`src/core/dcp_cfg.svh`:
```
// dcp_cfg.svh: offsets, field positions, reset values and timing for the default pipe block
// assumes: included by its bare name from the package file only; the design module has no include of its own
`ifndef DCP_CFG_SVH
`define DCP_CFG_SVH
`define DCP_OFS_MAXP       8'h5E
`define DCP_OFS_CTRL       8'h60
`define DCP_OFS_CONFIG     8'h62
`define DCP_OFS_IRQ_STAT   8'h70
`define DCP_OFS_IRQ_MASK   8'h72
`define DCP_CFG_CONT_BIT   8
`define DCP_CFG_DIR_BIT    4
`define DCP_MXP_SEL_HI     15
`define DCP_MXP_SEL_LO     14
`define DCP_MXP_SIZE_HI    6
`define DCP_MXP_SIZE_LO    3
`define DCP_MXP_RESET      4'h8
`define DCP_CTL_BUF_BIT    15
`define DCP_CTL_SETUP_BIT  14
`define DCP_CTL_CLR_BIT    8
`define DCP_CTL_SET_BIT    7
`define DCP_CTL_MON_BIT    6
`define DCP_CTL_CPL_BIT    2
`define DCP_CTL_RSP_HI     1
`define DCP_CTL_RSP_LO     0
`define DCP_IRQ_SETUP_RX   0
`define DCP_IRQ_SETUP_DONE 1
`define DCP_IRQ_XFER_ERR   2
`define DCP_IRQ_WIDTH      3
`define DCP_RSP_NAK        2'h0
`define DCP_RSP_BUF        2'h1
`define DCP_RSP_STALL      2'h2
`define DCP_TOGGLE_GAP_NS  200
`define DCP_CLK_NS         40
`endif

```
`src/core/dcp_pkg.sv`:
```
// dcp_pkg.sv: types shared by the default control pipe register block
// assumes: dcp_cfg.svh on the include path
`include "dcp_cfg.svh"
package dcp_pkg;
   typedef logic [15:0] dcp_word_t;
   typedef logic [1:0]  dcp_rsp_t;
endpackage

```
`src/core/dcp_regs.sv`:
```
// dcp_regs.sv: config, max-packet and control registers of the default control pipe
// assumes: one clock mclk, sync active-low reset, a plain register port with
// read data one cycle after the read strobe, and a link engine driving the event inputs
//
// Contract
// - continuous-mode bit 8 of config: 0 non-continuous, 1 continuous, resets 0.
// - one continuous setting serves both transfer directions of the pipe.
// - host-mode direction bit 4: 0 receive, 1 send.
// - device-select bits 15:14 choose target address 0..3, reset 0.
// - max-packet resets 64; bits 2:0 read zero, ignore writes.
// - read-only bit 15 shows buffer accessible, direction per port way select.
// - writing 1 to bit 14 requests SETUP send; hardware clears when sent.
// - bit 8 forces DATA0, bit 7 DATA1; both read zero.
// - toggle monitor bit 6, resets 1, set by SETUP token in peripheral mode.
// - peripheral writing 1 to bit 2 ends control transfer; reads zero.
// - SETUP token clears transfer-complete in peripheral mode; host keeps it 0.
// - response bits 1:0: 00 NAK, 01 buffer, 1x STALL; reset 00.
// - SETUP token clears response to NAK; errors let hardware set response.
// - host sends request registers in SETUP; peripheral stores received fields; this block has no request registers.
`timescale 1ns/100ps
module dcp_regs
   import dcp_pkg::*;
#(
   parameter int TOGGLE_GAP_NS = `DCP_TOGGLE_GAP_NS
) (
   input  wire logic        mclk,
   input  wire logic        nrst,
   input  wire logic [7:0]  reg_addr,
   input  wire logic [15:0] reg_wdata,
   input  wire logic        reg_wr,
   input  wire logic        reg_rd,
   output logic      [15:0] reg_rdata,
   input  wire logic        host_mode,
   input  wire logic        buffer_ready,
   input  wire logic        buffer_port_way_sel,
   input  wire logic        setup_token_rx,
   input  wire logic        setup_sent,
   input  wire logic        toggle_update,
   input  wire logic        toggle_value,
   input  wire logic        xfer_error,
   input  wire logic [1:0]  error_response,
   output logic             continuous_xfer_sel,
   output logic             pipe_send_dir,
   output logic      [1:0]  target_device_sel,
   output logic      [6:0]  max_packet_bytes,
   output logic             setup_send_request,
   output logic             toggle_force_data0,
   output logic             toggle_force_data1,
   output logic             toggle_monitor,
   output logic             ctrl_xfer_complete,
   output logic      [1:0]  handshake_response_sel,
   output logic             buffer_dir_write,
   output logic             toggle_gap_ok,
   output logic             irq
);
   localparam int GAP_CYC = (TOGGLE_GAP_NS + `DCP_CLK_NS - 1) / `DCP_CLK_NS;

   logic        cont_q,  cont_d;
   logic        dir_q,   dir_d;
   logic [1:0]  dsel_q,  dsel_d;
   logic [3:0]  mxp_q,   mxp_d;
   logic        sreq_q,  sreq_d;
   logic        mon_q,   mon_d;
   dcp_rsp_t    rsp_q,   rsp_d;
   logic        clr_q,   set_q,  cpl_q;
   logic [`DCP_IRQ_WIDTH-1:0] ist_q, ist_d, imsk_q, ev;
   logic [7:0]  gap_q,   gap_d;
   dcp_word_t   rdata_q, rdata_d;

   function automatic logic hit(input logic [7:0] a, input logic [7:0] ofs);
      return a == ofs;
   endfunction

   wire         wr_cfg   = reg_wr && hit(reg_addr, `DCP_OFS_CONFIG);
   wire         wr_mxp   = reg_wr && hit(reg_addr, `DCP_OFS_MAXP);
   wire         wr_ctl   = reg_wr && hit(reg_addr, `DCP_OFS_CTRL);
   wire         wr_ist   = reg_wr && hit(reg_addr, `DCP_OFS_IRQ_STAT);
   wire         wr_imsk  = reg_wr && hit(reg_addr, `DCP_OFS_IRQ_MASK);
   wire         periph_setup = setup_token_rx && !host_mode;
   wire         frc0     = wr_ctl && reg_wdata[`DCP_CTL_CLR_BIT];
   wire         frc1     = wr_ctl && reg_wdata[`DCP_CTL_SET_BIT];
   // peripheral-only end of transfer; host writes are dropped
   wire         cpl_wr   = wr_ctl && reg_wdata[`DCP_CTL_CPL_BIT] && !host_mode;

   // one bit for both directions, no per-direction copy
   assign cont_d = wr_cfg ? reg_wdata[`DCP_CFG_CONT_BIT] : cont_q;
   assign dir_d  = wr_cfg ? reg_wdata[`DCP_CFG_DIR_BIT] : dir_q;
   assign dsel_d = wr_mxp ? reg_wdata[`DCP_MXP_SEL_HI:`DCP_MXP_SEL_LO] : dsel_q;
   assign mxp_d  = wr_mxp ? reg_wdata[`DCP_MXP_SIZE_HI:`DCP_MXP_SIZE_LO] : mxp_q;
   // sent wins only when no new request is written in the same cycle
   assign sreq_d = (wr_ctl && reg_wdata[`DCP_CTL_SETUP_BIT]) ? 1'b1 :
                   setup_sent ? 1'b0 : sreq_q;
   // setup token beats a force write: hardware must land on DATA1
   assign mon_d  = periph_setup ? 1'b1 :
                   frc0 ? 1'b0 :
                   frc1 ? 1'b1 :
                   toggle_update ? toggle_value : mon_q;
   assign rsp_d  = periph_setup ? `DCP_RSP_NAK :
                   xfer_error ? error_response :
                   wr_ctl ? reg_wdata[`DCP_CTL_RSP_HI:`DCP_CTL_RSP_LO] : rsp_q;

   assign ev[`DCP_IRQ_SETUP_RX]   = periph_setup;
   assign ev[`DCP_IRQ_SETUP_DONE] = setup_sent && sreq_q;
   assign ev[`DCP_IRQ_XFER_ERR]   = xfer_error;
   // new event wins over a write-one clear in the same cycle
   assign ist_d  = ev | (ist_q & ~(wr_ist ? reg_wdata[`DCP_IRQ_WIDTH-1:0] : '0));

   assign gap_d  = (frc0 || frc1) ? GAP_CYC[7:0] :
                   (gap_q != 8'h00) ? gap_q - 8'h01 : gap_q;

   wire [15:0] cfg_rd = {7'h00, cont_q, 3'h0, dir_q, 4'h0};
   wire [15:0] mxp_rd = {dsel_q, 7'h00, mxp_q, 3'h0};
   // force bits and complete bit always read back as zero
   wire [15:0] ctl_rd = {buffer_ready, sreq_q, 5'h00, 1'b0, 1'b0, mon_q,
                         3'h0, 1'b0, rsp_q};

   always_comb begin
      if (!reg_rd) begin
         rdata_d = rdata_q;
      end else if (hit(reg_addr, `DCP_OFS_CONFIG)) begin
         rdata_d = cfg_rd;
      end else if (hit(reg_addr, `DCP_OFS_MAXP)) begin
         rdata_d = mxp_rd;
      end else if (hit(reg_addr, `DCP_OFS_CTRL)) begin
         rdata_d = ctl_rd;
      end else if (hit(reg_addr, `DCP_OFS_IRQ_STAT)) begin
         rdata_d = {13'h0000, ist_q};
      end else if (hit(reg_addr, `DCP_OFS_IRQ_MASK)) begin
         rdata_d = {13'h0000, imsk_q};
      end else begin
         rdata_d = 16'h0000;
      end
   end

   always_ff @(posedge mclk) begin
      if (!nrst) begin
         cont_q  <= 1'b0;
         dir_q   <= 1'b0;
         dsel_q  <= 2'h0;
         mxp_q   <= `DCP_MXP_RESET;
         sreq_q  <= 1'b0;
         mon_q   <= 1'b1;
         rsp_q   <= `DCP_RSP_NAK;
      end else begin
         cont_q  <= cont_d;
         dir_q   <= dir_d;
         dsel_q  <= dsel_d;
         mxp_q   <= mxp_d;
         sreq_q  <= sreq_d;
         mon_q   <= mon_d;
         rsp_q   <= rsp_d;
      end
   end

   // force and complete strobes are one-cycle pulses to the link engine
   always_ff @(posedge mclk) begin
      if (!nrst) begin
         clr_q   <= 1'b0;
         set_q   <= 1'b0;
         cpl_q   <= 1'b0;
         gap_q   <= 8'h00;
      end else begin
         clr_q   <= frc0;
         set_q   <= frc1;
         cpl_q   <= cpl_wr && !periph_setup;
         gap_q   <= gap_d;
      end
   end

   always_ff @(posedge mclk) begin
      if (!nrst) begin
         ist_q   <= '0;
         imsk_q  <= '0;
         rdata_q <= 16'h0000;
      end else begin
         ist_q   <= ist_d;
         imsk_q  <= wr_imsk ? reg_wdata[`DCP_IRQ_WIDTH-1:0] : imsk_q;
         rdata_q <= rdata_d;
      end
   end

   assign reg_rdata              = rdata_q;
   assign continuous_xfer_sel    = cont_q;
   // peripheral mode never sends on its own direction bit; host_mode gates it to 0
   assign pipe_send_dir          = dir_q && host_mode;
   // target address used for SETUP taken from max-packet register bits 15:14
   assign target_device_sel      = dsel_q;
   assign max_packet_bytes       = {mxp_q, 3'h0};
   assign setup_send_request     = sreq_q;
   assign toggle_force_data0     = clr_q;
   assign toggle_force_data1     = set_q;
   assign toggle_monitor         = mon_q;
   assign ctrl_xfer_complete     = cpl_q;
   assign handshake_response_sel = rsp_q;
   assign buffer_dir_write       = buffer_port_way_sel;
   assign toggle_gap_ok          = (gap_q == 8'h00);
   assign irq                    = |(ist_q & imsk_q);
endmodule // dcp_regs

```
`config.mk`:
```
export PLATFORM = sky130hd
export DESIGN_NAME = dcp_regs
export DESIGN_NICKNAME = d
export VERILOG_FILES = /design/src/core/dcp_pkg.sv /design/src/core/dcp_regs.sv
export VERILOG_INCLUDE_DIRS = /design/src /design/src/core
export SDC_FILE = /design/constraint.sdc
export NUM_CORES = 1
export LEC_CHECK = 0
export ABC_AREA = 1
export BUFFER_PORTS_ARGS = -buffer_cell sky130_fd_sc_hd__buf_2
export CORE_ASPECT_RATIO = 0.5
export CORE_MARGIN = 4
export CORE_UTILIZATION = 45
export DETAILED_ROUTE_END_ITERATION = 7
export MAX_ROUTING_LAYER = met4
export PLACE_DENSITY = 0.73
export SYNTH_ARGS = -nofsm -noshare
export SYNTH_HDL_FRONTEND = slang
export SYNTH_SLANG_ARGS = --single-unit
export TNS_END_PERCENT = 5
```
`constraint.sdc`:
```
create_clock -name mclk -period 1.7 [get_ports mclk]
set_clock_uncertainty 0.15 [all_clocks]
set_input_delay 0.17 -clock mclk [delete_from_list [all_inputs] [get_ports mclk]]
set_output_delay 0.17 -clock mclk [all_outputs]
set_load 0.02 [all_outputs]
```
==> impl_metrics.py, run 1 <==
metrics = {
    "outcome": {
        "status": "finished clean",
    },
    "worst_setup_path": {
        "r2r_slack_ns": 0.26,
        "start_kind": "register",
        "cp.required_ns": 1.38,
        "worstPathMaxFanout": 5,
        "critical_path_arrival_ns": 1.27,
        "endpoint_kind": "output port",
        "path_class": "reg2out",
    },
    "synth": {
        "syn_area_per_cell_um2": 6.98,
        "synth_seq_cells": 39,
        "synth_top_flop_cell": "dfxtp_1",
        "synth_top_cell_area_share_pct": 39.9,
        "synth_largest_area_cell": "dfxtp_1",
        "synth_async_sr_flop_share_pct": 0,
        "synth-edff-count": 0,
        "syn_inst": 280,
        "synthDistinctLibCells": 30,
        "yosysMostFrequentCell": "nand2_1",
        "syn-cell-area_um2": 1960,
        "synth_top_cells_by_count": "nand2_1 (87), dfxtp_1 (39), a21oi_1 (25)",
        "ys.warnings.count": 0,
        "synthTopCellsByArea": "dfxtp_1 (40%), nand2_1 (17%), a21oi_1 (6.4%)",
        "ys_seq_area_share_pct": 39.9,
    },
    "clock_tree": {
        "clock_sinks": 39,
        "htree_num_levels": 2,
        "root_buffer": "clkbuf_8",
        "cts_inserted_buffers": 5,
        "clkTransAtPathRegs_ns": 0.08,
        "cts.path.max_buffers": 2,
        "cts_tree": "built",
        "clkLatencyLatePin_ns": 0.28,
    },
    "global_routing": {
        "overflow": 0,
        "antenna_found_initial": 0,
        "grt_pass1_vias": 1714,
        "groute.usage.overall_pct": 17.7,
        "grt_max_degree": 13,
        "grt_pass1_wl_mm": 7.33,
    },
    "timing": {
        "finalCriticalPeriod_ns": 1.59,
        "fmax_mhz": 631,
        "rsz0062_at_grt": "no",
        "hold_slack_ns": 0.00366,
        "setup_viol": 0,
        "drv_slew": 0,
        "min_period_over_period_pct": 93.3,
        "setup_tns_ns": 0,
        "layout_setup_ws_ns": 0.114,
        "hold_violations": 0,
    },
    "placed_design": {
        "dp_hpwl_mm": 3.60,
        "placed_cell_area_um2": 2270,
        "place.gp.congestion": 0.817,
        "io_buffer_count": 58,
        "dpl_worst_slack_ns": 0.224,
    },
    "route": {
        "vias": 1889,
        "drc": 0,
        "vias_per_cell": 4.69,
        "ant_nets": 0,
        "first_iter_violations": 31,
        "totalWireLength_mm": 4.55,
        "wl_per_cell_um": 11.3,
        "drtPass1Iterations": 4,
    },
    "finish": {
        "fin_nets": 388,
        "antenna_cells": 0,
        "design_area_um2": 2440,
        "seq_area_um2": 781,
        "multi_input_area_um2": 1010,
        "area_delta_synth_final_pct": 24.8,
        "nFillCells": 380,
        "drive_above_1_share_pct": 27.5,
    },
    "pwr": {
        "combPwrFrac_pct": 33.4,
        "irDropWorstVdd_uv": 506,
        "switching_share_pct": 34.5,
        "clock_power_share_pct": 26.0,
        "p_total_w": 0.00267,
        "power.density_nw_per_um2": 1090,
        "p_leak_nw": 1.16,
        "p_switching_w": 0.000923,
        "p_int_w": 0.00175,
        "p_seq_share_pct": 40.7,
    },
    "die": {
        "die_w_um": 101,
        "die_y_um": 54.6,
        "row_count": 16,
        "ios": 75,
        "design.die.area_um2": 5530,
        "initial_core_util_pct": 48.4,
        "core_area_um2": 4040,
    },
    "run": {
        "drv_cap": 0,
    },
    "worst_hold_path": {
        "min_path_type": "in2reg",
    },
}
==> sequential cells by signal, indices dropped and copies added, names as in the netlist, 2 cells and up <==
signal and cells:
gap_q 8, target_device_sel 2, ist_q 3, reg_rdata 10, handshake_response_sel 2, imsk_q 3
mxp_q 4
==> metal layers <==
layer / GRT usage [%] / up-vias / share of wire, %
met2: 32.3 / 33 / 51
met5: - / - / 0
met4: 4.86 / 0 / 0.66
met3: 3.82 / 2 / 4.5
li1: - / 1006 / -
met1: 20.1 / 848 / 44
==> power by group through the flow <==
stage,combinational [W],sequential [W],clock [W]
floorplan,0.000652,0.00110,0
global placement,0.000785,0.00110,0
detailed placement,0.000821,0.00110,0
CTS,0.000864,0.00108,0.000706
global route,0.00103,0.00110,0.000737
finish,0.000892,0.00109,0.000693
==> critical path: stages, from the launching register on <==
cell and delay [ns]:
dfxtp_1 0.34, inv_2 0.08, ha_1 0.14, nand3_1 0.11, nor2_4 0.15, buf_4 0.16
==> per-stage QoR <==
step                      util, %  instances
after global routing         60.3        403
after floorplan                 -        288
after global placement       56.2        389
after detailed placement     56.2        389
final                        60.3        403
after CTS                    60.1        402
==> layout make-up <==
type / instances / area share [%]
repair buffers: 66 / 15.0
multi-input cells: 206 / 41.3
flip-flops and latches: 39 / 32.0
clock inverters: 1 / 0.308
inverters: 30 / 4.67
clock buffers: 7 / 3.95
well taps: 54 / 2.77
==> final timing paths <==
path,to,depth (start not counted),startpoint
setup reg to reg,gap_q[0],7,gap_q[0]
hold / removal,setup_send_request,4,setup_sent
hold reg to reg,reg_rdata[2],2,reg_rdata[2]
setup / recovery,toggle_gap_ok,5,gap_q[0]
==> cells in the final DEF, fill, tap and decap left out, drive strengths merged, types with 3 or more instances in the layout <==
cell type / instances
a21oi: 26
buf: 61
clkbuf: 7
conb: 9
dfxtp: 39
dlygate4sd3: 5
inv: 28
nand2: 91
nand3: 26
nor2: 33
o21ai: 6
xor2: 3
==> kinds of logic (layout without fill, tap and decap cells) <==
kind of cell	Yosys count	count (layout)	synth area share, %
buf+inv	43	104	10.3
compound gates	34	34	9.34
simple gates	156	156	36.7
flops	39	39	39.9
fa+ha+maj	2	2	1.28
xor+xnor	5	5	2.24
other cells	1	9	0.192
==> timing repair <==
action | 4_1_cts | 5_1_grt
gates cloned | 0 | 0
gates resized for setup | 1 | 2
setup endpoints to repair | 1 | 1
hold buffers | 5 | 0
endpoints found under the hold margin | 5 | 0
pin swaps | 0 | 1
buffers inserted | 0 | 1
No activity file was read; power rests on OpenSTA's default activity.
==> run 2: changes to the inputs <==
- clock period: 1.7 -> 1.6 ns (I/O delays scaled with it)
==> impl_metrics.py, run 2 (synthesis results as in run 1) <==
metrics = {
    "outcome": {
        "status": "finished clean",
    },
    "die": {
        "die_y_um": 54.6,
        "row_count": 16,
        "initial_core_util_pct": 48.4,
        "core_area_um2": 4040,
        "design.die.area_um2": 5530,
        "die_w_um": 101,
        "ios": 75,
    },
    "route": {
        "ant_nets": 0,
        "drtPass1Iterations": 4,
        "vias_per_cell": 4.77,
        "totalWireLength_mm": 4.84,
        "first_iter_violations": 52,
        "drc": 0,
        "vias": 1951,
        "wl_per_cell_um": 11.8,
    },
    "pwr": {
        "combPwrFrac_pct": 35.3,
        "p_total_w": 0.00308,
        "p_leak_nw": 1.20,
        "p_int_w": 0.00201,
        "p_switching_w": 0.00107,
        "switching_share_pct": 34.7,
        "p_seq_share_pct": 37.8,
        "irDropWorstVdd_uv": 760,
        "power.density_nw_per_um2": 1210,
        "clock_power_share_pct": 26.9,
    },
    "clock_tree": {
        "cts.path.max_buffers": 2,
        "clkLatencyLatePin_ns": 0.29,
        "cts_tree": "built",
        "cts_inserted_buffers": 5,
        "clock_sinks": 39,
        "clkTransAtPathRegs_ns": 0.08,
        "root_buffer": "clkbuf_8",
        "htree_num_levels": 2,
    },
    "finish": {
        "fin_nets": 394,
        "final_core_util_pct": 62.8,
        "nFillCells": 385,
        "area_delta_synth_final_pct": 29.9,
        "final_common_cell": "nand2_1",
        "largest_reg_flops": 10,
        "antenna_cells": 0,
        "drive_above_1_share_pct": 29.3,
        "finalNonFillerCells": 409,
        "final_cell_mix": "nand2_1 (87), buf_2 (57), dfxtp_1 (37), a21oi_1 (25)",
    },
    "worst_setup_path": {
        "worstPathMaxFanout": 3,
        "start_kind": "register",
        "rr_worst_depth": 7,
        "critical_path_arrival_ns": 1.22,
        "path_class": "reg2out",
        "cp.required_ns": 1.29,
        "endpoint_kind": "output port",
    },
    "placed_design": {
        "dp_cells": 389,
        "place.gp.congestion": 0.793,
        "io_buffer_count": 58,
        "dp_hpwl_mm": 3.61,
        "dpl_worst_slack_ns": 0.138,
    },
    "timing": {
        "setup_tns_ns": 0,
        "finalCriticalPeriod_ns": 1.53,
        "min_period_over_period_pct": 95.6,
        "hold_violations": 0,
        "rsz0062_at_grt": "no",
        "setup_viol": 0,
        "fmax_mhz": 654,
        "layout_setup_ws_ns": 0.0703,
        "drv_slew": 0,
    },
    "global_routing": {
        "groute.usage.overall_pct": 18.3,
        "grt_max_degree": 14,
        "antenna_found_initial": 0,
        "grt_pass1_wl_mm": 7.51,
        "grt_pass1_vias": 1720,
        "overflow": 0,
    },
    "run": {
        "drv_cap": 0,
    },
    "worst_hold_path": {
        "whs_path_depth": 3,
        "min_path_type": "in2reg",
    },
}
## run 2: cell count changes in the layout (fill, tap and decap cells not counted), moves of 2 or more
cell | before | now
dfxtp_2 | 0 | 2
inv_1 | 21 | 19
inv_2 | 7 | 9
dfxtp_1 | 39 | 37
clkbuf_8 | 7 | 5
dlygate4sd3_1 | 5 | 10
## run 2: final cells by class
| class | count | area (µm²) | share of cell area (%) |
|---|---|---|---|
| well taps | 54 | 67.6 | 2.66 |
| inverters | 30 | 114 | 4.48 |
| clock inverters | 3 | 43.8 | 1.72 |
| repair buffers | 72 | 427 | 16.8 |
| multi-input cells | 206 | 1040 | 40.8 |
| clock buffers | 5 | 68.8 | 2.71 |
| flip-flops and latches | 39 | 783 | 30.8 |
## run 2: worst paths after layout
check	from	endpoint	slack, ns
min reg2reg	reg_rdata[2]	reg_rdata[2]	0.31
max reg2reg	gap_q[0]	gap_q[0]	0.17
max	gap_q[0]	toggle_gap_ok	0.07
min	reg_wdata[8]	toggle_force_data0	0.003
## run 2: power by group through the flow
stage / Combinational, W / Clock, W / Sequential [W]
final: 0.00109 / 0.000828 / 0.00116
after detailed placement: 0.000865 / 0 / 0.00117
after CTS: 0.000957 / 0.000833 / 0.00115
after global routing: 0.00122 / 0.000886 / 0.00118
after floorplan: 0.000692 / 0 / 0.00116
after global placement: 0.000832 / 0 / 0.00117
## run 2: layer usage
metal	GRT usage (%)	routed length, µm
met3	3.94	189
met1	20.1	2100
met5	-	0
met2	33.7	2490
met4	6.40	57
## run 2: through the flow
step / area (µm²) / hold slack [ns]
floorplan: 1990 / 0.0941
global placement: 2270 / 0.170
detailed placement: 2270 / 0.170
CTS: 2490 / 0.00130
global route: 2540 / 0.0179
finish: 2540 / 0.00346
## run 2: critical path, cell delays in order, from the launching register on
cell     delay, ns
dfxtp_2       0.34
inv_2         0.09
ha_4          0.15
nand3_4       0.08
nor2_4        0.14
buf_6         0.13
## run 2: repair_timing
action | 4_1_cts | 5_1_grt
buffers inserted | 1 | 1
hold endpoints to repair | 10 | 1
hold buffers | 9 | 1
pin swaps | 1 | 1
setup endpoints to repair | 1 | 7
resized for setup | 2 | 11
gates cloned | 0 | 0
==> run 3: changes to the inputs <==
- CTS_CLUSTER_DIAMETER: not set -> 150
- REMOVE_ABC_BUFFERS: not set -> 1
==> impl_metrics.py, run 3 (synthesis results as in run 1) <==
metrics = {
    "outcome": {
        "status": "finished clean",
    },
    "route": {
        "first_iter_violations": 51,
        "ant_nets": 0,
        "vias": 1910,
        "vias_per_cell": 4.69,
        "totalWireLength_mm": 4.73,
        "drc": 0,
        "drtPass1Iterations": 4,
        "wl_per_cell_um": 11.6,
    },
    "die": {
        "ios": 75,
        "die_y_um": 54.6,
        "initial_core_util_pct": 48.4,
        "design.die.area_um2": 5530,
        "row_count": 16,
        "core_area_um2": 4040,
        "die_w_um": 101,
    },
    "clock_tree": {
        "clkLatencyLatePin_ns": 0.29,
        "cts_inserted_buffers": 5,
        "clock_sinks": 39,
        "htree_num_levels": 2,
        "cts_tree": "built",
        "root_buffer": "clkbuf_8",
        "cts.path.max_buffers": 2,
        "clkTransAtPathRegs_ns": 0.08,
    },
    "placed_design": {
        "place.gp.congestion": 0.924,
        "dp_hpwl_mm": 3.66,
        "io_buffer_count": 58,
    },
    "worst_setup_path": {
        "start_kind": "register",
        "critical_path_arrival_ns": 1.22,
        "critPathMaxStageDelay_ns": 0.34,
        "path_class": "reg2out",
        "worstPathCellList": "inv_2 -> ha_2 -> nand3_2 -> nor2_4 -> buf_4",
        "worstPathMaxFanout": 3,
        "crit_family": "flip-flops",
        "path_buf_inv": 2,
        "cp.required_ns": 1.29,
        "endpoint_kind": "output port",
        "slowest_stage": "dfxtp_2",
    },
    "finish": {
        "fin_nets": 392,
        "drive_above_1_share_pct": 28.9,
        "largest_reg_flops": 10,
        "seq_area_um2": 782,
        "multi_input_area_um2": 1020,
        "final_cell_mix": "nand2_1 (87), buf_2 (57), dfxtp_1 (38), a21oi_1 (25)",
        "final_common_cell": "nand2_1",
        "area_delta_synth_final_pct": 28.1,
        "antenna_cells": 0,
        "nFillCells": 388,
    },
    "pwr": {
        "p_total_w": 0.00302,
        "irDropWorstVdd_uv": 593,
        "power.density_nw_per_um2": 1200,
        "p_leak_nw": 1.19,
    },
    "timing": {
        "drv_slew": 0,
        "setup_tns_ns": 0,
        "min_period_over_period_pct": 95.5,
        "setup_viol": 0,
        "fmax_mhz": 655,
        "hold_violations": 0,
        "rsz0062_at_grt": "no",
        "finalCriticalPeriod_ns": 1.53,
    },
    "global_routing": {
        "grt_pass1_wl_mm": 7.58,
        "antenna_found_initial": 0,
        "overflow": 0,
        "grt_max_degree": 13,
        "groute.usage.overall_pct": 18.3,
        "grt_pass1_vias": 1741,
    },
    "worst_hold_path": {
        "min_path_type": "in2reg",
    },
    "run": {
        "drv_cap": 0,
    },
}
-- run 3: cell types whose count changed in the layout (fill, tap and decap cells not counted), sizes merged --
cell	before	now
buf	62	61
clkbuf	5	6
clkinv	4	3
dlygate4sd3	10	9
-- run 3: report_power, final --
group | switching (W) | internal (W) | total [W]
Clock | 0.000354 | 0.000505 | 0.000859
Sequential | 0.0000818 | 0.00108 | 0.00116
Combinational | 0.000586 | 0.000413 | 0.000998
-- run 3: stage by stage --
stage / cells / hold WS (ns) / setup slack [ns] / instance area (µm²) / util [%]
floorplan: 275 / 0.0941 / 0.0639 / 1900 / -
global placement: 389 / 0.170 / 0.174 / 2270 / 56.2
detailed placement: 389 / 0.170 / 0.138 / 2270 / 56.2
CTS: 407 / 0.00336 / 0.0176 / 2490 / 61.7
global route: 407 / 0.0129 / 0.0138 / 2500 / 61.9
finish: 407 / 0.0100 / 0.0724 / 2500 / 61.9
-- run 3: metal layers --
layer | GRT usage (%) | share of wire (%) | wire length [µm]
met1 | 21.7 | 44 | 2100
met2 | 31.8 | 50 | 2380
met3 | 4.20 | 4.1 | 195
met4 | 5.30 | 1.0 | 49
met5 | - | 0 | 0
-- run 3: worst reg2reg max path, delay by kind of cell (launching register included) --
kind,cells,cell delay [ns]
AO/OA/AOI/OAI,1,0.09
XOR/XNOR,1,0.18
adder cells (fa/ha/maj),1,0.17
buffers and inverters,2,0.21
flip-flops,1,0.34
AND/OR/NAND/NOR,2,0.21
-- run 3: final timing paths --
| check | startpoint | endpoint | slack (ns) | depth (start not counted) |
|---|---|---|---|---|
| worst min register to register | reg_rdata[8] | reg_rdata[8] | 0.31 | 2 |
| worst min-delay path | toggle_update | toggle_monitor | 0.01 | 4 |
| worst max-delay path | gap_q[0] | toggle_gap_ok | 0.07 | 5 |
| worst max register to register | gap_q[0] | gap_q[0] | 0.12 | 7 |
-- run 3: area by class of cell --
class	count	share of cell area, %
clock buffer	6	3.30
clock inverter	2	1.40
inverter	30	4.55
multi-input combinational	206	40.7
sequential	39	31.2
tap	54	2.70
timing repair buffer	70	16.2
-- run 3: timing repair --
action,in CTS,in global routing
gates resized for setup,2,7
hold buffers,9,0
pin swaps,1,0
hold endpoints to repair,9,0
endpoints found under the setup margin,1,8
setup buffers,1,0
